`config.mk`:
```
export PLATFORM = sky130hd
export DESIGN_NAME = pabo_top
export DESIGN_NICKNAME = d
export VERILOG_FILES = /design/src/pabo_pkg.sv /design/src/pabo_pin_cell.sv /design/src/pabo_top.sv
export VERILOG_INCLUDE_DIRS = /design/src
export SDC_FILE = /design/constraint.sdc
export NUM_CORES = 1
export LEC_CHECK = 0
export BUFFER_PORTS_ARGS = -buffer_cell sky130_fd_sc_hd__buf_2
export CAP_MARGIN = 20
export CORE_MARGIN = 2
export CORE_UTILIZATION = 47
export CTS_CLUSTER_DIAMETER = 100
export DETAILED_ROUTE_END_ITERATION = 12
export PLACE_DENSITY_LB_ADDON = 0.08
export SYNTH_ARGS = -nofsm -noshare
export SYNTH_HDL_FRONTEND = slang
export SYNTH_HIERARCHICAL = 1
export SYNTH_SLANG_ARGS = --single-unit
```
`constraint.sdc`:
```
create_clock -name clk -period 2 [get_ports clk]
set_input_delay 0.4 -clock clk [delete_from_list [all_inputs] [get_ports clk]]
set_output_delay 0.4 -clock clk [all_outputs]
set_load 0.05 [all_outputs]
```
`src/pabo_defines.svh`:
```
// Purpose: constants for the port A/B alternate-function override block
// Assumes: APB register map, 32-bit words, 8-bit registers in low bits
// Notes: included by pabo_pin_cell, pabo_top and the bench
`ifndef PABO_DEFINES_SVH
`define PABO_DEFINES_SVH
`define PABO_OFS_MCU_CONTROL 12'h000
`define PABO_OFS_PORTA_OUT 12'h004
`define PABO_OFS_PORTA_DIR 12'h008
`define PABO_OFS_PORTB_OUT 12'h00c
`define PABO_OFS_PORTB_DIR 12'h010
`define PABO_OFS_PORTA_IN 12'h014
`define PABO_OFS_PORTB_IN 12'h018
`define PABO_OFS_ALT_CTRL 12'h01c
`define PABO_MCU_WMASK 8'h93
`define PABO_MCU_RESET 8'h00
`define PABO_BIT_PULLUP_OFF 4
`define PABO_BIT_SPI_EN 0
`define PABO_BIT_SPI_MASTER 1
`define PABO_BIT_PIN_CHG_EN 2
`define PABO_BIT_PB7_SEL 3
`define PABO_BIT_PROG_MODE 4
`define PABO_BIT_EXT_MEM 7
`define PABO_BYTE_RESET 8'h00
`define PABO_ZERO32 32'h0000_0000
`endif

```
`src/pabo_pkg.sv`:
```
// Purpose: shared types for the port override block
// Assumes: constants live in pabo_defines.svh
// Notes: only types here
`default_nettype none
package pabo_pkg;
  typedef logic [7:0] pabo_byte_t;
  typedef enum logic [1:0] {
    PABO_APB_IDLE = 2'b00,
    PABO_APB_SETUP = 2'b01,
    PABO_APB_ACCESS = 2'b10
  } pabo_apb_phase_t;
endpackage
`default_nettype wire

```
`src/pabo_pin_cell.sv`:
```
// Purpose: one pin's override combiner and registered pad controls
// Assumes: override signals come from the same clock domain
// Notes: pad input passes a three-stage synchroniser
`default_nettype none
`include "pabo_defines.svh"
module pabo_pin_cell
  import pabo_pkg::*;
(
  input wire logic clk,
  input wire logic rst_n,
  input wire logic pin_direction_bit,
  input wire logic pin_output_bit,
  input wire logic pullup_global_off,
  input wire logic pullup_ovr_en,
  input wire logic pullup_ovr_val,
  input wire logic dir_ovr_en,
  input wire logic dir_ovr_val,
  input wire logic value_ovr_en,
  input wire logic value_ovr_val,
  input wire logic pad_in,
  output logic pad_out,
  output logic pad_oe,
  output logic pad_pullup,
  output logic pin_in
);
  logic next_pullup;
  logic next_oe;
  logic next_out;
  logic [2:0] sync;

  always_comb begin
    next_pullup = pullup_ovr_en ? pullup_ovr_val :
                  (!pin_direction_bit && pin_output_bit && !pullup_global_off);
    next_oe = dir_ovr_en ? dir_ovr_val : pin_direction_bit;
    next_out = (value_ovr_en && next_oe) ? value_ovr_val : pin_output_bit;
  end

  always_ff @(posedge clk or negedge rst_n) begin
    if (!rst_n) begin
      pad_pullup <= 1'b0;
      pad_oe <= 1'b0;
      pad_out <= 1'b0;
    end else begin
      pad_pullup <= next_pullup;
      pad_oe <= next_oe;
      pad_out <= next_out;
    end
  end

  always_ff @(posedge clk or negedge rst_n) begin
    if (!rst_n) begin
      sync <= 3'h0;
      pin_in <= 1'b0;
    end else begin
      sync <= {sync[1:0], pad_in};
      if (sync[1] == sync[2]) begin
        pin_in <= sync[2];
      end
    end
  end

  a_pullup_global: assert property (@(posedge clk) disable iff (!rst_n)
    (pullup_global_off && !pullup_ovr_en) |=> !pad_pullup) else $error("pull-up on while disabled");
  a_dir_ovr: assert property (@(posedge clk) disable iff (!rst_n)
    dir_ovr_en |=> (pad_oe == $past(dir_ovr_val))) else $error("driver ignores override");
  a_val_ovr: assert property (@(posedge clk) disable iff (!rst_n)
    (value_ovr_en && next_oe) |=> (pad_out == $past(value_ovr_val))) else $error("value override lost");
  a_pull_ovr: assert property (@(posedge clk) disable iff (!rst_n)
    pullup_ovr_en |=> (pad_pullup == $past(pullup_ovr_val))) else $error("pull-up override lost");
endmodule
`default_nettype wire

```
`src/pabo_top.sv`:
```
// Purpose: port A/B alternate-function override with APB register file
// Assumes: alternate-function modules share clk; pads resolved by the bench
// Notes: every pad control is registered one cycle after its cause
//
// The APB register port and the address map are this design's own decisions.
`default_nettype none
`include "pabo_defines.svh"
module pabo_top
  import pabo_pkg::*;
(
  input wire logic clk,
  input wire logic rst_n,
  input wire logic psel,
  input wire logic penable,
  input wire logic pwrite,
  input wire logic [11:0] paddr,
  input wire logic [31:0] pwdata,
  output logic [31:0] prdata,
  output logic pready,
  output logic pslverr,
  input wire logic addr_phase_active,
  input wire logic ext_wr_phase,
  input wire logic [7:0] ext_addr_low,
  input wire logic [7:0] ext_data_out,
  output logic [7:0] ext_data_in,
  input wire logic timer0_cmp_a_out,
  input wire logic timer0_cmp_a_en,
  input wire logic timer1_cmp_c_out,
  input wire logic timer1_cmp_c_en,
  input wire logic timer1_cmp_b_out,
  input wire logic timer1_cmp_b_en,
  input wire logic timer1_cmp_a_out,
  input wire logic timer1_cmp_a_en,
  input wire logic timer2_cmp_a_out,
  input wire logic timer2_cmp_a_en,
  input wire logic spi_slave_out,
  input wire logic spi_master_out,
  input wire logic spi_sck_out,
  output logic spi_master_in,
  output logic spi_slave_in,
  output logic spi_sck_in,
  output logic spi_ss_in,
  input wire logic prog_serial_out,
  output logic prog_serial_in,
  output logic [7:0] pin_change_source,
  output logic [7:0] ext_mem_addr_shown,
  input wire logic [7:0] pa_in,
  output logic [7:0] pa_out,
  output logic [7:0] pa_oe,
  output logic [7:0] pa_pullup,
  input wire logic [7:0] pb_in,
  output logic [7:0] pb_out,
  output logic [7:0] pb_oe,
  output logic [7:0] pb_pullup
);
  pabo_byte_t mcu_control;
  pabo_byte_t pa_port;
  pabo_byte_t pa_dir;
  pabo_byte_t pb_port;
  pabo_byte_t pb_dir;
  pabo_byte_t alt_ctrl;
  pabo_byte_t pa_sync;
  pabo_byte_t pb_sync;
  pabo_byte_t pa_pu_en, pa_pu_val, pa_dd_en, pa_dd_val, pa_pv_en, pa_pv_val;
  pabo_byte_t pb_pu_en, pb_pu_val, pb_dd_en, pb_dd_val, pb_pv_en, pb_pv_val;
  logic pullup_global_off;
  logic ext_mem_enable;
  logic spi_on_master;
  logic wr_strobe;
  logic pb7_from_t1;
  logic [31:0] next_prdata;
  logic prog_mode;
  logic spi_on_slave;
  logic [15:0] cell_dir, cell_port, cell_pu_en, cell_pu_val, cell_dd_en, cell_dd_val;
  logic [15:0] cell_pv_en, cell_pv_val, cell_pad, cell_out, cell_oe, cell_pu, cell_in;

  assign pullup_global_off = mcu_control[`PABO_BIT_PULLUP_OFF];
  assign ext_mem_enable = alt_ctrl[`PABO_BIT_EXT_MEM];
  assign spi_on_master = alt_ctrl[`PABO_BIT_SPI_EN] && alt_ctrl[`PABO_BIT_SPI_MASTER];
  assign spi_on_slave = alt_ctrl[`PABO_BIT_SPI_EN] && !alt_ctrl[`PABO_BIT_SPI_MASTER];
  assign pb7_from_t1 = alt_ctrl[`PABO_BIT_PB7_SEL];
  assign prog_mode = alt_ctrl[`PABO_BIT_PROG_MODE];
  assign wr_strobe = psel && penable && pwrite;

  // ------------------------------------------------------------
  // APB register file
  // ------------------------------------------------------------
  always_ff @(posedge clk or negedge rst_n) begin
    if (!rst_n) begin
      mcu_control <= `PABO_MCU_RESET;
      pa_port <= `PABO_BYTE_RESET;
      pa_dir <= `PABO_BYTE_RESET;
      pb_port <= `PABO_BYTE_RESET;
      pb_dir <= `PABO_BYTE_RESET;
      alt_ctrl <= `PABO_BYTE_RESET;
    end else if (wr_strobe) begin
      unique case (paddr)
        `PABO_OFS_MCU_CONTROL: mcu_control <= pwdata[7:0] & `PABO_MCU_WMASK;
        `PABO_OFS_PORTA_OUT: pa_port <= pwdata[7:0];
        `PABO_OFS_PORTA_DIR: pa_dir <= pwdata[7:0];
        `PABO_OFS_PORTB_OUT: pb_port <= pwdata[7:0];
        `PABO_OFS_PORTB_DIR: pb_dir <= pwdata[7:0];
        `PABO_OFS_ALT_CTRL: alt_ctrl <= pwdata[7:0];
        default: begin
        end
      endcase
    end
  end

  always_comb begin
    next_prdata = `PABO_ZERO32;
    unique case (paddr)
      `PABO_OFS_MCU_CONTROL: next_prdata[7:0] = mcu_control;
      `PABO_OFS_PORTA_OUT: next_prdata[7:0] = pa_port;
      `PABO_OFS_PORTA_DIR: next_prdata[7:0] = pa_dir;
      `PABO_OFS_PORTB_OUT: next_prdata[7:0] = pb_port;
      `PABO_OFS_PORTB_DIR: next_prdata[7:0] = pb_dir;
      `PABO_OFS_PORTA_IN: next_prdata[7:0] = pa_sync;
      `PABO_OFS_PORTB_IN: next_prdata[7:0] = pb_sync;
      `PABO_OFS_ALT_CTRL: next_prdata[7:0] = alt_ctrl;
      default: next_prdata = `PABO_ZERO32;
    endcase
  end

  // No wait state: answer in the cycle after setup
  always_ff @(posedge clk or negedge rst_n) begin
    if (!rst_n) begin
      pready <= 1'b0;
      pslverr <= 1'b0;
      prdata <= `PABO_ZERO32;
    end else begin
      pready <= psel && !penable;
      pslverr <= psel && !penable && (paddr[1:0] != 2'b00 || paddr > `PABO_OFS_ALT_CTRL);
      if (psel && !penable && !pwrite) begin
        prdata <= next_prdata;
      end
    end
  end

  // ------------------------------------------------------------
  // Port A overrides for external memory
  // ------------------------------------------------------------
  always_comb begin
    // external memory takes the whole port
    pa_pu_en = {8{ext_mem_enable}};
    pa_pu_val = {8{!(ext_wr_phase || addr_phase_active) && !pullup_global_off}} & pa_port;
    pa_dd_en = {8{ext_mem_enable}};
    // driver on in address or write phase
    pa_dd_val = {8{ext_wr_phase || addr_phase_active}};
    pa_pv_en = {8{ext_mem_enable}};
    // muxed address and data per bit
    pa_pv_val = (ext_addr_low & {8{addr_phase_active}}) | (ext_data_out & {8{ext_wr_phase}});
  end

  // ------------------------------------------------------------
  // Port B alternate functions
  // ------------------------------------------------------------
  always_comb begin
    pb_pu_en = {4'h0, spi_on_master, {3{spi_on_slave}}};
    pb_pu_val = {4'h0, pb_port[3:0] & {4{!pullup_global_off}}};
    pb_dd_en = {4'h0, spi_on_master, {3{spi_on_slave}}};
    pb_dd_val = 8'h00;
    // timer compare outputs on pins 7..4
    pb_pv_en = {pb7_from_t1 ? timer1_cmp_c_en : timer0_cmp_a_en, timer1_cmp_b_en, timer1_cmp_a_en,
                timer2_cmp_a_en, spi_on_slave || prog_mode, {2{spi_on_master}}, 1'b0};
    // SPI and programming data on pins 3..1
    pb_pv_val = {pb7_from_t1 ? timer1_cmp_c_out : timer0_cmp_a_out, timer1_cmp_b_out, timer1_cmp_a_out,
                 timer2_cmp_a_out, prog_mode ? prog_serial_out : spi_slave_out, spi_master_out,
                 spi_sck_out, 1'b0};
  end

  // Both ports side by side, port A in the low byte
  assign cell_dir = {pb_dir, pa_dir};
  assign cell_port = {pb_port, pa_port};
  assign cell_pu_en = {pb_pu_en, pa_pu_en};
  assign cell_pu_val = {pb_pu_val, pa_pu_val};
  assign cell_dd_en = {pb_dd_en, pa_dd_en};
  assign cell_dd_val = {pb_dd_val, pa_dd_val};
  assign cell_pv_en = {pb_pv_en, pa_pv_en};
  assign cell_pv_val = {pb_pv_val, pa_pv_val};
  assign cell_pad = {pb_in, pa_in};
  assign {pb_out, pa_out} = cell_out;
  assign {pb_oe, pa_oe} = cell_oe;
  assign {pb_pullup, pa_pullup} = cell_pu;
  assign {pb_sync, pa_sync} = cell_in;

  genvar gi;
  generate
    for (gi = 0; gi < 16; gi++) begin : g_pin
      pabo_pin_cell u_cell (
        .clk(clk),
        .rst_n(rst_n),
        .pin_direction_bit(cell_dir[gi]),
        .pin_output_bit(cell_port[gi]),
        .pullup_global_off(pullup_global_off),
        .pullup_ovr_en(cell_pu_en[gi]),
        .pullup_ovr_val(cell_pu_val[gi]),
        .dir_ovr_en(cell_dd_en[gi]),
        .dir_ovr_val(cell_dd_val[gi]),
        .value_ovr_en(cell_pv_en[gi]),
        .value_ovr_val(cell_pv_val[gi]),
        .pad_in(cell_pad[gi]),
        .pad_out(cell_out[gi]),
        .pad_oe(cell_oe[gi]),
        .pad_pullup(cell_pu[gi]),
        .pin_in(cell_in[gi])
      );
    end
  endgenerate

  // ------------------------------------------------------------
  // Alternate-function inputs, registered
  // ------------------------------------------------------------
  always_ff @(posedge clk or negedge rst_n) begin
    if (!rst_n) begin
      ext_data_in <= `PABO_BYTE_RESET;
      pin_change_source <= `PABO_BYTE_RESET;
      ext_mem_addr_shown <= `PABO_BYTE_RESET;
      spi_master_in <= 1'b0;
      spi_slave_in <= 1'b0;
      spi_sck_in <= 1'b0;
      spi_ss_in <= 1'b0;
      prog_serial_in <= 1'b0;
    end else begin
      ext_data_in <= pa_sync;
      pin_change_source <= pb_sync & {8{alt_ctrl[`PABO_BIT_PIN_CHG_EN]}};
      // address shown only in address phase
      ext_mem_addr_shown <= (ext_mem_enable && addr_phase_active) ? ext_addr_low : `PABO_BYTE_RESET;
      spi_master_in <= pb_sync[3];
      spi_slave_in <= pb_sync[2];
      spi_sck_in <= pb_sync[1];
      spi_ss_in <= pb_sync[0];
      prog_serial_in <= pb_sync[2];
    end
  end

  a_mcu_reserved: assert property (@(posedge clk) disable iff (!rst_n)
    (mcu_control & ~`PABO_MCU_WMASK) == 8'h00) else $error("reserved bits set");
  a_pa_drive: assert property (@(posedge clk) disable iff (!rst_n)
    (ext_mem_enable && (ext_wr_phase || addr_phase_active)) |=> pa_oe == 8'hff) else $error("port A not driven");
  a_pa_addr: assert property (@(posedge clk) disable iff (!rst_n)
    (ext_mem_enable && addr_phase_active && !ext_wr_phase) |=> pa_out == $past(ext_addr_low)) else $error("bad addr");
  a_pa_pullup: assert property (@(posedge clk) disable iff (!rst_n)
    (ext_mem_enable && pullup_global_off) |=> pa_pullup == 8'h00) else $error("port A pull-up on");
  a_addr_shown: assert property (@(posedge clk) disable iff (!rst_n)
    !addr_phase_active |=> ext_mem_addr_shown == 8'h00) else $error("address shown outside phase");
  a_pb_timer: assert property (@(posedge clk) disable iff (!rst_n)
    (timer1_cmp_b_en && pb_dir[6]) |=> pb_out[6] == $past(timer1_cmp_b_out)) else $error("timer out lost");
  a_apb_ready: assert property (@(posedge clk) disable iff (!rst_n)
    (psel && !penable) |=> pready) else $error("no ready");
  a_pb_sck: assert property (@(posedge clk) disable iff (!rst_n)
    (spi_on_master && pb_dir[1]) |=> pb_out[1] == $past(spi_sck_out)) else $error("sck lost");
  c_ext_write: cover property (@(posedge clk) ext_mem_enable && ext_wr_phase);
  c_ext_addr: cover property (@(posedge clk) ext_mem_enable && addr_phase_active);
  c_spi_master: cover property (@(posedge clk) spi_on_master);
  c_pullup_off_write: cover property (@(posedge clk) wr_strobe && paddr == `PABO_OFS_MCU_CONTROL);
endmodule
`default_nettype wire

```
==> flow_metrics.env <==
export IMPL_p_total_mw=8.34
export IMPL_ys_types=44
export IMPL_ios=208
export IMPL_wire_per_inst_microns=16.7
export IMPL_gr_usage_all_layers_pct=19.7
export IMPL_seq_area_sq_um=4860
export IMPL_gp_congestion=0.806
export IMPL_fin_ws_ns=0.390
export IMPL_cp_num_buf_inv=3
export IMPL_htreeDepth=4
export IMPL_detailed_place_hpwl_microns=11900
export IMPL_die_y_microns=131
export IMPL_drt_iter0_drc=235
export IMPL_initial_utilization_pct=47.8
export IMPL_met1_length_microns=7320
export IMPL_crit_type="in -> reg"
export IMPL_cp_required_ns=2.31
export IMPL_hold_viol_final=0
export IMPL_tns_ns=0
export IMPL_die_w_microns=131
export IMPL_final_cells=967
export IMPL_slowest_stage="nor4_2"
export IMPL_coreArea_sq_um=15800
export IMPL_p_leak_nw=4.86
export IMPL_path_common_cell="buf_4"
export IMPL_cts_tree="built"
export IMPL_multi_input_area_sq_um=2570
export IMPL_diodes=0
export IMPL_fmax_ghz=0.621
export IMPL_ctsResizeCount=0
export IMPL_route_detailed_drc=0
export IMPL_grt_overflow_total=0
export IMPL_grt_pass1_vias=4699
export IMPL_drv_slew=0
export IMPL_synth_seq_cells=194
export IMPL_synth_compound_area_share_pct=8.25
export IMPL_finalCritPeriodShare_pct=80.5
export IMPL_hold_ws_ns=0.0771
export IMPL_critPathTopFamily="simple AND/OR/NAND/NOR gates"
export IMPL_synthSimpleGateAreaFrac_pct=6.81
export IMPL_critPathMaxFanout=4
export IMPL_syn_area_sq_um=7530
export IMPL_firstDrtPassIters=4
export IMPL_synth_seq_area_share_pct=64.4
export IMPL_cts_buffer_depth=2
export IMPL_cts_sinks=194
export IMPL_path_cells="buf_2 -> nor4_2 -> nand4_1 -> buf_4 -> nor2_2 -> buf_4 -> mux2_2"
export IMPL_dieArea_sq_um=17100
export IMPL_final_util_pct=60.4
export IMPL_synth_fa_ha_area_share_pct=2.13
export IMPL_clock_root_buffer="clkbuf_16"
export IMPL_start_kind="input port"
export IMPL_drt_wl_total_microns=16200
export IMPL_synthMuxAreaShare_pct=14.3
export IMPL_route_met2_wl_microns=7480
export IMPL_status="finished clean"
export IMPL_layout_drive_gt1_share_pct=42.7
export IMPL_syn2layout_area_growth_pct=26.5
export IMPL_critPathMaxStageDelay_ns=0.35
export IMPL_p_per_area_nw_per_um2=875
export IMPL_antenna_found_initial=0
export IMPL_antenna_left=0
export IMPL_port_buffers=159
export IMPL_grt_max_degree=52
export IMPL_dp_cells=935
export IMPL_path_clk_slew_ns=0.07
export IMPL_rsz0062_at_grt="false"
export IMPL_period_needed_ns=1.61
export IMPL_synth_top_family_by_area="multiplexers"
export IMPL_highest_layer="met4"
export IMPL_yosysWarnings=6
export IMPL_synth_xor_area_share_pct=0
export IMPL_clock_latency_ns=0.43
export IMPL_hold_class="in -> reg"
export IMPL_num_rows=46
export IMPL_cts_inserted_buffers=17
export IMPL_synthCells=512
export IMPL_grt_pass1_wl_microns=25200
export IMPL_fillers=1335
export IMPL_max_vdd_ir_drop_mv=0.573
export IMPL_cp_arrival_ns=1.92
export IMPL_detailed_place_area_sq_um=8890
export IMPL_clock_skew_ns=0.00839
export IMPL_setup_violations=0
export IMPL_stdcell_area_sq_um=9530
export IMPL_cp_end_kind="register"
export IMPL_vias_per_cell=4.92
export IMPL_pre_cts_ws_ns=-0.0358
export IMPL_maxCapViolCount=0
export IMPL_nNetsFinal=836
export IMPL_synth_area_per_cell_sq_um=14.7
export IMPL_route_vias_total=4753
export IMPL_dr_wl_met3_microns=1070
-- cell families (layout without fill, tap and decap cells) --
group	count (synthesis)	after routing
buf+inv	53	242
flops	194	194
compound gates	74	74
simple gates	90	90
fa+ha+maj	16	16
mux	84	84
other cells	1	51
-- power breakdown --
group	total [mW]	switching (mW)	leakage (nW)	internal, mW
clock network	3.57	1.39	0.309	2.18
registers	4.11	0.0668	2.52	4.04
logic	0.663	0.470	2.03	0.192
total	8.34	1.92	4.86	6.42
-- registers in the layout (all words and copies together), names as in the netlist, 16 cells and up --
register                 flops
g_pin.u_cell/pad_oe         16
g_pin.u_cell/sync           48
g_pin.u_cell/pin_in         16
g_pin.u_cell/pad_pullup     16
g_pin.u_cell/pad_out        16
-- placed cells by master (no fill, tap or decap), types with 5 or more instances in the layout --
cell | netlist | layout
nor2_1 | 5 | 5
mux2i_1 | 12 | 12
mux2_4 | 16 | 16
dfrtp_1 | 194 | 193
inv_1 | 17 | 17
buf_4 | 25 | 28
a31o_1 | 16 | 16
conb_1 | 1 | 51
nor2b_1 | 6 | 6
a22o_1 | 12 | 12
and3_1 | 9 | 9
o41ai_1 | 16 | 16
maj3_1 | 16 | 16
clkbuf_16 | 0 | 17
buf_2 | 5 | 158
mux4_2 | 8 | 8
a21oi_2 | 16 | 16
nand2b_1 | 5 | 5
mux2_2 | 47 | 47
nand2_1 | 29 | 29
buf_12 | 0 | 6
and2_1 | 18 | 18
-- Yosys cell counts --
| cell type | count | area share [%] |
|---|---|---|
| nor2_2 | 3 | 0.25 |
| nand3_1 | 3 | 0.20 |
| conb_1 | 1 | 0.050 |
| a32oi_1 | 1 | 0.12 |
| buf_2 | 5 | 0.33 |
| nor2b_1 | 6 | 0.50 |
| mux2i_1 | 12 | 1.6 |
| nand2b_1 | 5 | 0.42 |
| a22o_1 | 12 | 1.4 |
| o41ai_1 | 16 | 1.9 |
| or3_1 | 2 | 0.17 |
| a31oi_1 | 1 | 0.083 |
| mux2_4 | 16 | 3.2 |
| a21oi_2 | 16 | 1.9 |
| nor3_1 | 1 | 0.066 |
| nand4_1 | 1 | 0.083 |
| nor4_4 | 2 | 0.56 |
| nor3_2 | 1 | 0.13 |
| nand2_1 | 29 | 1.4 |
| o21a_1 | 1 | 0.10 |
| o22ai_1 | 2 | 0.17 |
| nor4_1 | 1 | 0.083 |
| nand2_2 | 1 | 0.083 |
| a311oi_1 | 1 | 0.12 |
| inv_1 | 17 | 0.85 |
| a31o_1 | 16 | 1.9 |
| buf_4 | 25 | 2.5 |
| o211ai_1 | 1 | 0.10 |
| or2_2 | 2 | 0.17 |
| a211oi_1 | 1 | 0.10 |
| mux2_2 | 47 | 7.0 |
| o21ai_0 | 4 | 0.27 |
| dfrtp_1 | 194 | 64 |
| mux2_1 | 1 | 0.15 |
| buf_1 | 1 | 0.050 |
| and2_1 | 18 | 1.5 |
| a22oi_1 | 1 | 0.10 |
| maj3_1 | 16 | 2.1 |
| clkbuf_1 | 5 | 0.25 |
| nor4_2 | 1 | 0.17 |
| o32a_1 | 1 | 0.13 |
| and3_1 | 9 | 0.75 |
| mux4_2 | 8 | 2.4 |
| nor2_1 | 5 | 0.25 |
-- worst paths after layout --
check	startpoint	endpoint	slack (ns)	cells past startpoint
setup / recovery	paddr[9]	pa_port[1]	0.39	7
hold / removal	pb_in[1]	g_pin[9].u_cell/sync[0]	0.08	1
setup reg to reg	pa_dir[7]	prdata[7]	0.53	4
hold reg to reg	g_pin[1].u_cell/sync[0]	g_pin[1].u_cell/sync[1]	0.35	0
max in group asynchronous	rst_n	g_pin[7].u_cell/pin_in	0.82	3
min in group asynchronous	rst_n	pa_dir[6]	0.50	2
-- layout make-up --
class | instances | share of cell area, %
flip-flops and latches | 194 | 51.0
clock inverters | 10 | 1.64
clock buffers | 21 | 4.94
inverters | 17 | 0.670
well taps | 216 | 2.84
repair buffers | 194 | 12.0
multi-input cells | 315 | 26.9
-- layer usage --
layer / vias up / GRT usage, %
met4: 0 / 8.01
met2: 171 / 29.8
met1: 2346 / 27.6
met5: - / 0
li1: 2217 / -
met3: 19 / 4.97
-- timing repair --
item / 4_1_cts / 5_1_grt
endpoints found under the hold margin: 45 / 0
buffers inserted: 0 / 0
hold buffers: 1 / 0
Note: power is estimated with default switching activity, not from simulation.
